## src/inc/scd_pkg.sv

```systemverilog
// package: shared types and constants of the coil drive protection block
package scd_pkg;

  // ---------------------------------------------------------------------------
  // widths and timing
  // ---------------------------------------------------------------------------
  localparam int          POS_W          = 16;   // position register width
  localparam int          ANG_W          = 6;    // electrical angle, 64/period
  localparam int          CUR_W          = 8;    // current magnitude width
  localparam int          DUTY_W         = 8;    // pwm duty / counter width
  localparam int          CLK_HZ         = 50000000;
  localparam int          STAB_TIME_US   = 10;   // stabilization_time default
  localparam int          STAB_CYC_DEF   =
    (STAB_TIME_US * (CLK_HZ / 1000000));
  localparam int          OPEN_CYC_DEF   = 1000000; // open coil period default
  localparam int          CNT_W          = 24;
  localparam logic [ANG_W-1:0] HALF_INC  = 6'h08; // half step = 8/64 period
  localparam logic [ANG_W-1:0] MICRO_INC = 6'h01; // 1/16 micro step
  localparam logic [DUTY_W-1:0] DUTY_FULL = 8'hff;
  localparam logic [DUTY_W-1:0] DUTY_ZERO = 8'h00;
  localparam logic [CNT_W-1:0]  CNT_ZERO  = 24'h000000;
  localparam logic [CNT_W-1:0]  CNT_ONE   = 24'h000001;
  localparam logic [POS_W-1:0]  POS_ONE   = 16'h0001;

  // ---------------------------------------------------------------------------
  // motion states
  // ---------------------------------------------------------------------------
  typedef enum logic [2:0] {
    ST_SHUTDOWN = 3'b000,
    ST_HOLD     = 3'b001,
    ST_RUN      = 3'b010,
    ST_STAB     = 3'b011,
    ST_SLEEP    = 3'b100
  } scd_state_t;

  // fault flags as seen by the status query
  typedef struct packed {
    logic temp_warning;
    logic overheat;
    logic low_battery;
    logic missed_step;
    logic coil_fault;
    logic pump_fail;
    logic abrupt_stop;
  } scd_flags_t;

  // raw fault conditions from the analog side
  typedef struct packed {
    logic temp_warning;
    logic overheat;
    logic low_battery;
    logic pump_low;
    logic short_x;
    logic short_y;
  } scd_cond_t;

  // bridge drive for one coil
  typedef struct packed {
    logic             enable;  // low puts the bridge in high impedance
    logic             pwm;     // switch on phase
    logic             dir;     // current polarity
    logic [CUR_W-1:0] ref_lvl; // reference magnitude
  } scd_bridge_t;

endpackage

```

## src/logic/scd_pwm.sv

```systemverilog
// file: one coil current regulator with pwm output and open coil watch
`timescale 1ns/10ps
module scd_pwm
  import scd_pkg::*;
(
  input  wire logic             CLK,       // system clock
  input  wire logic             NRST,      // async reset, active low
  input  wire logic             ENABLE,    // bridge active
  input  wire logic [CUR_W-1:0] REF_LVL,   // target magnitude
  input  wire logic             OVER_REF,  // sensed current above target
  input  wire logic [CNT_W-1:0] OPEN_CYC,  // one electrical period in cycles
  output logic                  PWM,       // switch on phase
  output logic                  OPEN_COIL  // full duty for a whole period
);

  typedef struct packed {
    logic [DUTY_W-1:0] duty;
    logic [DUTY_W-1:0] phase;
    logic [CNT_W-1:0]  full_cnt;
    logic              pwm;
    logic              open;
  } scd_pwm_state_t;

  scd_pwm_state_t r;
  scd_pwm_state_t next_r;

  // ---------------------------------------------------------------------------
  // regulation
  // ---------------------------------------------------------------------------
  // duty steps once per pwm period; a slow loop but glitch free
  always_comb begin
    next_r = r;
    next_r.phase = r.phase + 8'h01;
    if (!ENABLE) begin
      next_r.duty = DUTY_ZERO;
      next_r.full_cnt = CNT_ZERO;
      next_r.pwm = 1'b0;
      next_r.open = 1'b0;
    end else begin
      if (r.phase == DUTY_FULL) begin
        // compare sensed current to reference, see RULE_02
        if (OVER_REF && r.duty != DUTY_ZERO)
          next_r.duty = r.duty - 8'h01;
        else if (!OVER_REF && r.duty != DUTY_FULL && REF_LVL != DUTY_ZERO)
          next_r.duty = r.duty + 8'h01;
      end
      next_r.pwm = (r.phase < r.duty) || (r.duty == DUTY_FULL);
      // count full duty; a whole period of it means open coil, see RULE_09
      if (r.duty == DUTY_FULL) begin
        if (r.full_cnt >= OPEN_CYC - CNT_ONE)
          next_r.open = 1'b1;  // see RULE_22
        else
          next_r.full_cnt = r.full_cnt + CNT_ONE;
      end else begin
        next_r.full_cnt = CNT_ZERO;
        next_r.open = 1'b0;
      end
    end
  end

  always_ff @(posedge CLK or negedge NRST) begin
    if (!NRST)
      r <= '0;
    else
      r <= next_r;
  end

  assign PWM = r.pwm;
  assign OPEN_COIL = r.open;

endmodule

```

## src/logic/scd_top.sv

```systemverilog
// file: coil sequencing, fault flags and motor shutdown control
// ---------------------------------------------------------------------------
// How it works
// RULE_01: coil X and Y follow sine and cosine, half step or 1/16 step
// RULE_02: pwm regulator compares sensed current to reference scaled by level
// RULE_03: motion start switches at once from hold to run current
// RULE_04: after deceleration currents hold at present level for stabilization
// RULE_05: then hold current at target angle, new orders accepted only after
// RULE_06: pump failure forces abrupt stop and sets the pump fail flag
// RULE_07: pump failure during motion also sets missed step flag
// RULE_08: bridge short opens that bridge and sets coil fault flag
// RULE_09: open coil when duty stays full for one electrical period
// RULE_10: overheat, low battery, pump fail or coil fault force shutdown
// RULE_11: shutdown puts both bridges in high impedance
// RULE_12: shutdown copies actual position into target position
// RULE_13: commands still accepted in shutdown, set-points cause no motion
// RULE_14: shutdown left only on status query with all causes gone
// RULE_15: leaving shutdown drives hold current, ready for positioning
// RULE_16: status query clears flags, persisting conditions set them again
// RULE_17: link loss in shutdown enters sleep at once
// RULE_18: no step loss flagged while in shutdown
// RULE_19: master should limit repeated queries that fail to leave shutdown
// RULE_20: flags clear only after a query and when the condition is gone; missed_step clears on any query
// RULE_21: shutdown kept until overheat and abrupt stop flags are clear
// RULE_22: stabilization and open coil periods are cycle counters
// ---------------------------------------------------------------------------
`timescale 1ns/10ps
module scd_top
  import scd_pkg::*;
#(
  parameter logic [CNT_W-1:0] STAB_CYC = CNT_W'(STAB_CYC_DEF), // settle
  parameter logic [CNT_W-1:0] OPEN_CYC = CNT_W'(OPEN_CYC_DEF)  // open watch
)(
  input  wire logic             CLK,          // system clock, 50 MHz
  input  wire logic             NRST,         // async reset, active low
  input  wire logic             MICRO_MODE,   // 1: 1/16 step, 0: half step
  input  wire logic [CUR_W-1:0] RUN_LEVEL,    // run current magnitude
  input  wire logic [CUR_W-1:0] HOLD_LEVEL,   // hold current magnitude
  input  wire logic             SETPOINT_WR,  // new target_position pulse
  input  wire logic [POS_W-1:0] SETPOINT,     // target_position value
  input  wire logic             DECEL_DONE,   // ramp reports deceleration end
  input  wire logic             STEP_REQ,     // ramp asks for one step
  input  wire logic             STATUS_QUERY, // status_query_cmd pulse
  input  wire logic             FULL_QUERY,   // full_status_query_cmd pulse
  input  wire logic             LINK_LOST,    // bus communication timeout
  input  wire logic             OVERHEAT_IN,  // thermal shutdown comparator
  input  wire logic             TEMP_WARN_IN, // temperature warning comparator
  input  wire logic             LOW_BATT_IN,  // below low_battery_level
  input  wire logic             PUMP_LOW_IN,  // charge pump too low
  input  wire logic             SHORT_X_IN,   // drop across bridge X switch
  input  wire logic             SHORT_Y_IN,   // drop across bridge Y switch
  input  wire logic             OVER_X_IN,    // coil X current above target
  input  wire logic             OVER_Y_IN,    // coil Y current above target
  output scd_bridge_t           BRIDGE_X,     // coil X bridge drive
  output scd_bridge_t           BRIDGE_Y,     // coil Y bridge drive
  output logic [POS_W-1:0]      ACTUAL_POS,   // actual_position
  output logic [POS_W-1:0]      TARGET_POS,   // target_position
  output scd_flags_t            FLAGS,        // flags for status answers
  output logic                  SHUTDOWN,     // motor shutdown active
  output logic                  BUSY,         // positioning in progress
  output logic                  SLEEP         // sleep state entered
);

  typedef struct packed {
    scd_cond_t         s1;
    scd_cond_t         s2;
    logic              ox1;
    logic              ox2;
    logic              oy1;
    logic              oy2;
    scd_state_t        state;
    scd_flags_t        flags;
    logic [POS_W-1:0]  act;
    logic [POS_W-1:0]  tag;
    logic [ANG_W-1:0]  angle;
    logic [CUR_W-1:0]  level;
    logic [CNT_W-1:0]  stab_cnt;
    logic              open_x;
    logic              open_y;
    scd_bridge_t       bx;
    scd_bridge_t       by;
  } scd_top_state_t;

  scd_top_state_t r;
  scd_top_state_t next_r;

  logic             pwm_x;
  logic             pwm_y;
  logic             open_x;
  logic             open_y;
  logic [CUR_W-1:0] sin_mag;
  logic [CUR_W-1:0] cos_mag;
  logic             sin_neg;
  logic             cos_neg;
  logic [ANG_W-1:0] next_angle_run;
  logic             query;
  logic             causes;
  logic             moving;

  // ---------------------------------------------------------------------------
  // sine table, one quadrant of 16 entries
  // ---------------------------------------------------------------------------
  function automatic logic [CUR_W-1:0] quarter_sine(input logic [3:0] idx);
    unique case (idx)
      4'h0: quarter_sine = 8'h00;
      4'h1: quarter_sine = 8'h19;
      4'h2: quarter_sine = 8'h32;
      4'h3: quarter_sine = 8'h4a;
      4'h4: quarter_sine = 8'h62;
      4'h5: quarter_sine = 8'h78;
      4'h6: quarter_sine = 8'h8e;
      4'h7: quarter_sine = 8'ha2;
      4'h8: quarter_sine = 8'hb5;
      4'h9: quarter_sine = 8'hc6;
      4'ha: quarter_sine = 8'hd5;
      4'hb: quarter_sine = 8'he2;
      4'hc: quarter_sine = 8'hed;
      4'hd: quarter_sine = 8'hf5;
      4'he: quarter_sine = 8'hfb;
      4'hf: quarter_sine = 8'hfe;
    endcase
  endfunction

  // full period sine with sign, from the quadrant and mirrored index
  function automatic logic [CUR_W:0] sine_of(input logic [ANG_W-1:0] a);
    logic [3:0] idx;
    idx = a[4] ? (a[3:0] == 4'h0 ? 4'hf : 4'h0 - a[3:0]) : a[3:0];
    if (a[4] && a[3:0] == 4'h0)
      sine_of = {a[5], 8'hff};
    else
      sine_of = {a[5], quarter_sine(idx)};
  endfunction

  // scale magnitude by current level, keeps the coil ratio
  function automatic logic [CUR_W-1:0] scale(input logic [CUR_W-1:0] m,
                                             input logic [CUR_W-1:0] l);
    logic [2*CUR_W-1:0] p;
    p = m * l;
    scale = p[2*CUR_W-1:CUR_W];
  endfunction

  // ---------------------------------------------------------------------------
  // coil angle to currents
  // ---------------------------------------------------------------------------
  // x follows sine, y cosine (a quarter period ahead), see RULE_01
  always_comb begin
    {sin_neg, sin_mag} = sine_of(r.angle);
    {cos_neg, cos_mag} = sine_of(r.angle + 6'h10);
  end

  // step size picks the profile, see RULE_01
  assign next_angle_run = r.angle + (MICRO_MODE ? MICRO_INC : HALF_INC);
  assign query  = STATUS_QUERY || FULL_QUERY;
  // physical causes seen now, not the latched flags, see RULE_14
  assign causes = r.s2.overheat || r.s2.low_battery || r.s2.pump_low ||
                  r.s2.short_x || r.s2.short_y || r.open_x || r.open_y;
  assign moving = (r.state == ST_RUN);

  // ---------------------------------------------------------------------------
  // regulators for both coils
  // ---------------------------------------------------------------------------
  scd_pwm u_pwm_x (
    .CLK       (CLK),
    .NRST      (NRST),
    .ENABLE    (r.bx.enable),
    .REF_LVL   (r.bx.ref_lvl),
    .OVER_REF  (r.ox2),
    .OPEN_CYC  (OPEN_CYC),
    .PWM       (pwm_x),
    .OPEN_COIL (open_x)
  );

  scd_pwm u_pwm_y (
    .CLK       (CLK),
    .NRST      (NRST),
    .ENABLE    (r.by.enable),
    .REF_LVL   (r.by.ref_lvl),
    .OVER_REF  (r.oy2),
    .OPEN_CYC  (OPEN_CYC),
    .PWM       (pwm_y),
    .OPEN_COIL (open_y)
  );

  // ---------------------------------------------------------------------------
  // next state
  // ---------------------------------------------------------------------------
  always_comb begin
    next_r = r;
    // pins pass two flip-flops before use
    next_r.s1 = {TEMP_WARN_IN, OVERHEAT_IN, LOW_BATT_IN, PUMP_LOW_IN,
                 SHORT_X_IN, SHORT_Y_IN};
    next_r.s2 = r.s1;
    next_r.ox1 = OVER_X_IN;
    next_r.ox2 = r.ox1;
    next_r.oy1 = OVER_Y_IN;
    next_r.oy2 = r.oy1;
    next_r.open_x = open_x;
    next_r.open_y = open_y;

    // query clears flags whose condition is gone and missed_step always, see RULE_16
    if (query) begin
      if (!r.s2.temp_warning) next_r.flags.temp_warning = 1'b0; // see RULE_20
      if (!r.s2.overheat)     next_r.flags.overheat     = 1'b0;
      if (!r.s2.low_battery)  next_r.flags.low_battery  = 1'b0;
      if (!r.s2.pump_low)     next_r.flags.pump_fail    = 1'b0;
      if (!(r.s2.short_x || r.s2.short_y || r.open_x || r.open_y))
        next_r.flags.coil_fault = 1'b0;
      next_r.flags.missed_step = 1'b0;
      if (!r.s2.pump_low)     next_r.flags.abrupt_stop  = 1'b0;
    end
    // set wins over clear for every flag
    if (r.s2.temp_warning) next_r.flags.temp_warning = 1'b1;
    if (r.s2.overheat)     next_r.flags.overheat     = 1'b1;
    if (r.s2.low_battery)  next_r.flags.low_battery  = 1'b1;
    if (r.s2.pump_low) begin
      next_r.flags.pump_fail   = 1'b1;                 // see RULE_06
      next_r.flags.abrupt_stop = 1'b1;
      if (moving)
        next_r.flags.missed_step = 1'b1;               // see RULE_07
    end
    if (r.s2.short_x || r.s2.short_y || r.open_x || r.open_y)
      next_r.flags.coil_fault = 1'b1;                  // see RULE_08

    // shorted bridge opened at once, the coil fault shutdown opens the other in the same cycle, see RULE_08
    if (r.s2.short_x) next_r.bx.enable = 1'b0;
    if (r.s2.short_y) next_r.by.enable = 1'b0;

    unique case (r.state)
      ST_SHUTDOWN: begin
        // set-points are ignored and target is held at actual, so they never move the motor, see RULE_13
        next_r.tag = r.act;
        next_r.bx.enable = 1'b0;
        next_r.by.enable = 1'b0;
        if (LINK_LOST)
          next_r.state = ST_SLEEP;                      // see RULE_17
        else if (query && !causes) begin
          // exit on query with causes gone, see RULE_14 and RULE_21
          next_r.state = ST_HOLD;                       // see RULE_15
          next_r.level = HOLD_LEVEL;
          next_r.bx.enable = 1'b1;
          next_r.by.enable = 1'b1;
        end
      end
      ST_HOLD: begin
        next_r.level = HOLD_LEVEL;
        if (LINK_LOST)
          next_r.state = ST_SLEEP;
        else if (SETPOINT_WR && SETPOINT != r.act) begin
          next_r.tag = SETPOINT;
          next_r.state = ST_RUN;
          next_r.level = RUN_LEVEL;                     // see RULE_03
          next_r.angle = next_angle_run;                // first step ratio
        end
      end
      ST_RUN: begin
        next_r.level = RUN_LEVEL;
        if (SETPOINT_WR)
          next_r.tag = SETPOINT;
        if (STEP_REQ && r.act != r.tag) begin
          next_r.angle = next_angle_run;
          next_r.act = r.act + POS_ONE;
        end
        if (DECEL_DONE) begin
          next_r.state = ST_STAB;                       // see RULE_04
          next_r.stab_cnt = CNT_ZERO;
        end
      end
      ST_STAB: begin
        // level and angle frozen while settling, see RULE_22
        if (r.stab_cnt >= STAB_CYC - CNT_ONE) begin
          next_r.state = ST_HOLD;                       // see RULE_05
          next_r.level = HOLD_LEVEL;
        end else
          next_r.stab_cnt = r.stab_cnt + CNT_ONE;
      end
      ST_SLEEP: begin
        next_r.bx.enable = 1'b0;
        next_r.by.enable = 1'b0;
      end
      default: next_r.state = ST_SHUTDOWN;
    endcase

    // any cause forces shutdown from the motion states, see RULE_10
    if (r.state != ST_SHUTDOWN && r.state != ST_SLEEP &&
        (next_r.flags.overheat || next_r.flags.low_battery ||
         next_r.flags.pump_fail || next_r.flags.coil_fault)) begin
      next_r.state = ST_SHUTDOWN;
      next_r.bx.enable = 1'b0;                          // see RULE_11
      next_r.by.enable = 1'b0;
      next_r.tag = r.act;                               // see RULE_12
    end
    // no missed step is raised in shutdown, see RULE_18
    if (r.state == ST_SHUTDOWN && !r.flags.missed_step)
      next_r.flags.missed_step = 1'b0;

    // bridge drive follows angle and level
    next_r.bx.pwm = pwm_x;
    next_r.by.pwm = pwm_y;
    next_r.bx.dir = sin_neg;
    next_r.by.dir = cos_neg;
    next_r.bx.ref_lvl = scale(sin_mag, r.level);        // see RULE_02
    next_r.by.ref_lvl = scale(cos_mag, r.level);
  end

  // ---------------------------------------------------------------------------
  // state register; power-on starts in shutdown
  // ---------------------------------------------------------------------------
  always_ff @(posedge CLK or negedge NRST) begin
    if (!NRST)
      r <= '0;
    else
      r <= next_r;
  end

  assign BRIDGE_X   = r.bx;
  assign BRIDGE_Y   = r.by;
  assign ACTUAL_POS = r.act;
  assign TARGET_POS = r.tag;
  assign FLAGS      = r.flags;
  assign SHUTDOWN   = (r.state == ST_SHUTDOWN);
  assign BUSY       = r.state[1];
  assign SLEEP      = r.state[2];

endmodule
```

## config.mk

```make
export PLATFORM = sky130hd
export DESIGN_NAME = scd_top
export DESIGN_NICKNAME = d
export VERILOG_FILES = /design/src/inc/scd_pkg.sv /design/src/logic/scd_pwm.sv /design/src/logic/scd_top.sv
export SDC_FILE = /design/constraint.sdc
export NUM_CORES = 1
export LEC_CHECK = 0
export BUFFER_PORTS_ARGS = -buffer_cell sky130_fd_sc_hd__buf_2
export CAP_MARGIN = 15
export CORE_MARGIN = 3
export CORE_UTILIZATION = 36
export CTS_BUF_LIST = sky130_fd_sc_hd__clkbuf_4 sky130_fd_sc_hd__clkbuf_8
export CTS_CLUSTER_DIAMETER = 30
export CTS_CLUSTER_SIZE = 8
export DETAILED_ROUTE_END_ITERATION = 7
export PLACE_DENSITY = 0.56
export SYNTH_ARGS = -nofsm -noshare
export SYNTH_HDL_FRONTEND = slang
export SYNTH_SLANG_ARGS = --single-unit
```

## constraint.sdc

```tcl
create_clock -name CLK -period 9.7 [get_ports CLK]
set_clock_uncertainty 0.1 [all_clocks]
set_input_delay 2.91 -clock CLK [delete_from_list [all_inputs] [get_ports CLK]]
set_output_delay 2.91 -clock CLK [all_outputs]
set_load 0.01 [all_outputs]
```

[Word-level counts from Yosys, hierarchy flattened]
Memories as Yosys holds them, arrays and structs flattened.
Cells that the tools add are included.
Operators by class
  order comparisons: 5
  add/subtract/negate cells: 14
  multiplexer cells: 70
  eq/ne operators: 37
  reduce and logical (&&, ||, !) cells: 57
  $mul: 2
Operator list (count)
  two-way mux 24 bit: 6
  two-way mux 8 bit: 13
  adder 24 x 1 -> 24 bit, second input constant: 3
  two-way mux 30 bit: 2
  two-way mux 26 bit: 2
  greater-or-equal comparator 24 x 20 -> 1 bit, second input constant: 2
  case mux 16 bit (3 select lines): 1
  case mux 24 bit (2 select lines): 1
  adder 8 x 1 -> 8 bit, second input constant: 4
  equality test 8 bit, second input constant: 4
  multiplier 8 x 8 -> 16 bit: 2
  two-way mux 16 bit: 2
  inequality test 16 bit: 2
  case mux 8 bit (4 select lines): 1
  nonzero test 8 bit: 4
  greater-or-equal comparator 24 x 9 -> 1 bit, second input constant: 1
  inequality test 3 bit, second input constant: 8
  two-way mux 1 bit: 23
  two-way mux 3 bit: 7
  two-way mux 4 bit: 5
  adder 16 x 1 -> 16 bit, second input constant: 1
  less-than comparator 8 bit: 2
  inequality test 8 bit, second input constant: 2
  nonzero test 4 bit: 4
  30 further kinds: 83
Storage, ports and cells
  word-level logic and storage cells: 236
  memory bits (read-only): 256
  bits of input ports: 49
  output and inout bits: 64
  memories: 2
  flip-flop bits (word level): 204
Memories
  (no name shown): depth 16, bits a word 8, rd ports 1, clocked after memory_dff 0, wr ports 0, RTL line scd_top.sv:104  | unique case (idx)
  (no name shown): depth 16, bits a word 8, rd ports 1, clocked after memory_dff 0, wr ports 0, RTL line scd_top.sv:104

[Depth between registers and ports, before layout]
  depth in word-level cells: 12
  mapped depth: 30
  gate-level depth less buffers: 28

[Modules after synthesis]
Synthesis repeated with hierarchy kept, for this count alone.
Unflattened totals
  cells, all modules: 1861
  area, all modules: 17036.3 µm²
By module, submodules not included
  scd_top: seq. area each 3002.9 µm², area each 10343.7 µm², cells each 1091, times used 1
  scd_pwm (u_pwm_x): seq. area each 1051.0 µm², area each 3369.5 µm², cells each 384, times used 1
  scd_pwm (u_pwm_y): seq. area each 1051.0 µm², area each 3323.2 µm², cells each 386, times used 1

[Worst setup path after synthesis]
No wires, ideal clock.
  kind: register to register
  from: reg r[56] (netlist bit)
  to: reg r, in the netlist BRIDGE_X[6]
  setup slack: 2.909 ns
  buffers on the path: 2
  arrival time: 6.563 ns
  period minus slack after synthesis: 6.791 ns
  cell stages (with the launch flop): 30
  required time: 9.472 ns
  setup time: 0.128 ns
  cells stage by stage: dfrtp_1 > buf_2 > inv_1 > ha_1 > buf_2 > nor3b_2 > o22ai_1 > inv_1 > ha_1 > mux2i_1 > nor2_1 > a2111oi_2 > a311oi_2 > nand2b_1 > fa_1 > fa_1 > inv_1 > fa_1 > inv_1 > fa_1 > inv_1 > ha_1 > nand2_1 > nor2_1 > a211oi_1 > o31ai_2 > a41o_1 > o41ai_4 > o21bai_1 > xor2_1
RTL lines
  from (decl): RTL line scd_top.sv:84  | scd_top_state_t r;
  from (signal assigned): RTL line scd_top.sv:312  | r <= next_r;

==> impl_metrics.ini <==
[clock_tree]
cts_tree = built
path_clk_slew_ps = 60
cts_hold_buffers = 0
clk_root_buffer_cell = clkbuf_8
clk_latency_ps = 630
numCtsBuffers = 54
clock_path_buffers = 3
post_cts_buffers = 0
cts.repair.resized = 0
cts.sinks = 204
cts_htree_levels = 2

[timing]
drv_slew = 0
tightest_slew_ps = 972
fin_crit_ps = 7620
hold_violations = 0
slew_headroom_pct = 34.6
rsz0062_at_grt = false
period_share_pct = 78.6
fin_tns_setup_ps = 0
fmax_mhz = 131
setup_viol = 0
holdWs_ps = 238

[finish]
nets = 1855
fillers = 3954
utilization_pct = 42.2
final_cells = 2191
area_delta_synth_final_pct = 14.1
antenna_cells = 0
drive_above_1_share_pct = 15.4
stdcell_area_um2 = 17000

[floorplanning]
num_io_pins = 113
die_x_um = 209
start_util_pct = 37.0
die_area_um2 = 43800
core_um2 = 40300
fp.dieH_um = 209
rows = 73

[drt]
routedWlPerCell_um = 15.0
routed_wl_um = 32800
first_pass_iters = 4
vias_per_cell = 4.95
drcViolationCount = 0
drtAntennaViolNets = 0
vias = 10845
drtIter0Drc = 553

[critical_path]
r2r_slack_ps = 2080
cp.required_ps = 10070
cp_max_fo = 14
critical_path_class = flip-flop to flip-flop
arrival_ps = 7990
cp-startpoint = r[56]
cp_slowest_cell = dfrtp_1
cpMostUsedCell = inv_1
start_kind = flip-flop
crit_end = BRIDGE_X[6]
slowest_delay_ps = 630
ff2ff_path_depth = 27
r2r_end = BRIDGE_X[6]
cp-end-kind = flip-flop
regToRegStartpoint = r[56]

[power]
powerDensity_nw_per_um2 = 380
peakVddDrop_mv = 0.604
p_leak_nw = 8.13

[placed_design]
gp_congestion = 0.810
io_buffers = 112
place_area_um2 = 15600
dp_hpwl_um = 23700
placed_cells = 2087

[synthesis]
synthCells = 1547
ys.flop_type = dfrtp_1
synth.avg_cell_area_um2 = 9.62
synth.distinct_cells = 75
synth_edf_count = 0
syn_nets = 1782
async_flop_share_pct = 100
yosysSeqAreaShare_pct = 34.3
netlist_area_um2 = 14900
yosys_register_bits = 204
yosysWarnings = 0

[job]
cap_violations = 0

[global_routing]
grt_max_degree = 107
antenna_found_initial = 2
grt_use_total_pct = 15.1
overflow = 0
grt_pass1_wl_um = 55600
grt_pass1_vias = 11154

[status]
outcome = complete, no violations

[worst_hold_path]
hold_class = flip-flop to flip-flop
-- worst min path at each step --
stage | end | start | depth (start not counted)
final | r[110] | next_r[110] | 0
after global routing | r[110] | next_r[110] | 0
after CTS | r[110] | next_r[110] | 0
after detailed placement | r[106] | next_r[106] | 0
after global placement | r[110] | next_r[110] | 0
after floorplan | BRIDGE_X[9] | u_pwm_x.PWM | 0
-- cells in the final DEF (no fill, tap or decap), types with 6 or more instances in the layout --
master      count
or3_1          10
o21a_1          6
a211oi_1        6
nand2b_1       18
clkbuf_4        7
nor4_1         18
nand3_1        32
nor3_1         20
a21o_1         26
mux2i_1        20
clkinv_2       10
clkinvlp_4      7
and2_1         81
nand2_1        92
bufinv_16      12
dfrtp_1       204
nor2b_1        58
o21ai_0        38
inv_1         109
clkbuf_8       59
a31oi_1        31
a21oi_1        69
buf_2         111
nand4_1        29
buf_4          13
xor2_1         52
ha_1          114
o21bai_1        8
nor2_1        135
xnor2_1        81
and3_1         26
fa_1           72
-- metrics by stage --
stage | power, mW | worst slack, ps
5_1_grt | 7.20 | 1520
4_1_cts | 6.57 | 2060
2_1_floorplan | 4.30 | 2910
3_5_place_dp | 5.10 | 2100
3_3_place_gp | 5.02 | 2290
6_report | 6.46 | 2080
-- synth_stat cells, types with 29 or more instances --
| cell | n | share of area, % |
|---|---|---|
| dfrtp_1 | 204 | 34 |
| nor2_1 | 136 | 3.4 |
| ha_1 | 114 | 9.6 |
| inv_1 | 109 | 2.7 |
| nand2_1 | 92 | 2.3 |
| and2_1 | 81 | 3.4 |
| xnor2_1 | 81 | 4.8 |
| fa_1 | 72 | 9.7 |
| a21oi_1 | 69 | 2.3 |
| buf_4 | 63 | 3.2 |
| nor2b_1 | 58 | 2.4 |
| xor2_1 | 52 | 3.1 |
| clkbuf_1 | 38 | 0.96 |
| o21ai_0 | 38 | 1.3 |
| nand3_1 | 32 | 1.1 |
| a31oi_1 | 31 | 1.3 |
| nand4_1 | 29 | 1.2 |
-- where the power goes --
part	leakage (nW)	total, mW	internal (mW)	switching [mW]
registers	2.68	1.15	1.00	0.146
clock network	0.699	1.40	0.921	0.477
logic	4.76	3.91	1.74	2.17
total	8.13	6.46	3.67	2.79
-- cell families (layout without fill, tap and decap cells) --
kind of cell / count (synthesis) / in the layout / synth area share (%)
adders and majority gates: 186 / 186 / 19.3
buffers and inverters: 219 / 338 / 7.22
DFF: 204 / 204 / 34.3
muxes: 23 / 23 / 1.59
xor gates and xnor gates: 133 / 133 / 7.83
AOI/OAI and AO/OA: 246 / 246 / 11.4
and+or+nand+nor: 536 / 536 / 18.4
-- layout make-up --
| class | instances | area [um^2] | area share, % |
|---|---|---|---|
| inverter | 110 | 413 | 2.43 |
| timing repair buffer | 126 | 696 | 4.10 |
| sequential | 204 | 5100 | 30.1 |
| clock buffer | 66 | 865 | 5.09 |
| clock inverter | 36 | 532 | 3.13 |
| tap | 525 | 657 | 3.87 |
| multi-input combinational | 1124 | 8720 | 51.3 |
-- per-layer routing --
metal / track usage (%) / vias up / part of all wire [%]
met2: 24.6 / 172 / 47
met5: 0 / - / 0.040
met4: 4.87 / 2 / 2.4
met3: 3.33 / 61 / 4.3
li1: - / 5347 / -
met1: 20.2 / 5263 / 47
-- state kept, by name (all words and copies together), names as in the netlist, 7 cells and up --
| register | count |
|---|---|
| u_pwm_y.r | 40 |
| u_pwm_x.r | 40 |
| r | 49 |
| FLAGS | 7 |
| next_r | 8 |
| BRIDGE_Y | 11 |
| TARGET_POS | 16 |
| BRIDGE_X | 11 |
| ACTUAL_POS | 16 |
-- critical path: cells and delay by family (launching register included) --
| kind | cells | cell delay (ps) |
|---|---|---|
| fa+ha+maj | 7 | 3100 |
| compound gates | 8 | 2120 |
| simple gates | 5 | 670 |
| flops | 1 | 630 |
| buf+inv | 5 | 560 |
| xor+xnor | 1 | 150 |
| mux | 1 | 140 |
Power figures use the tool's default switching activity.
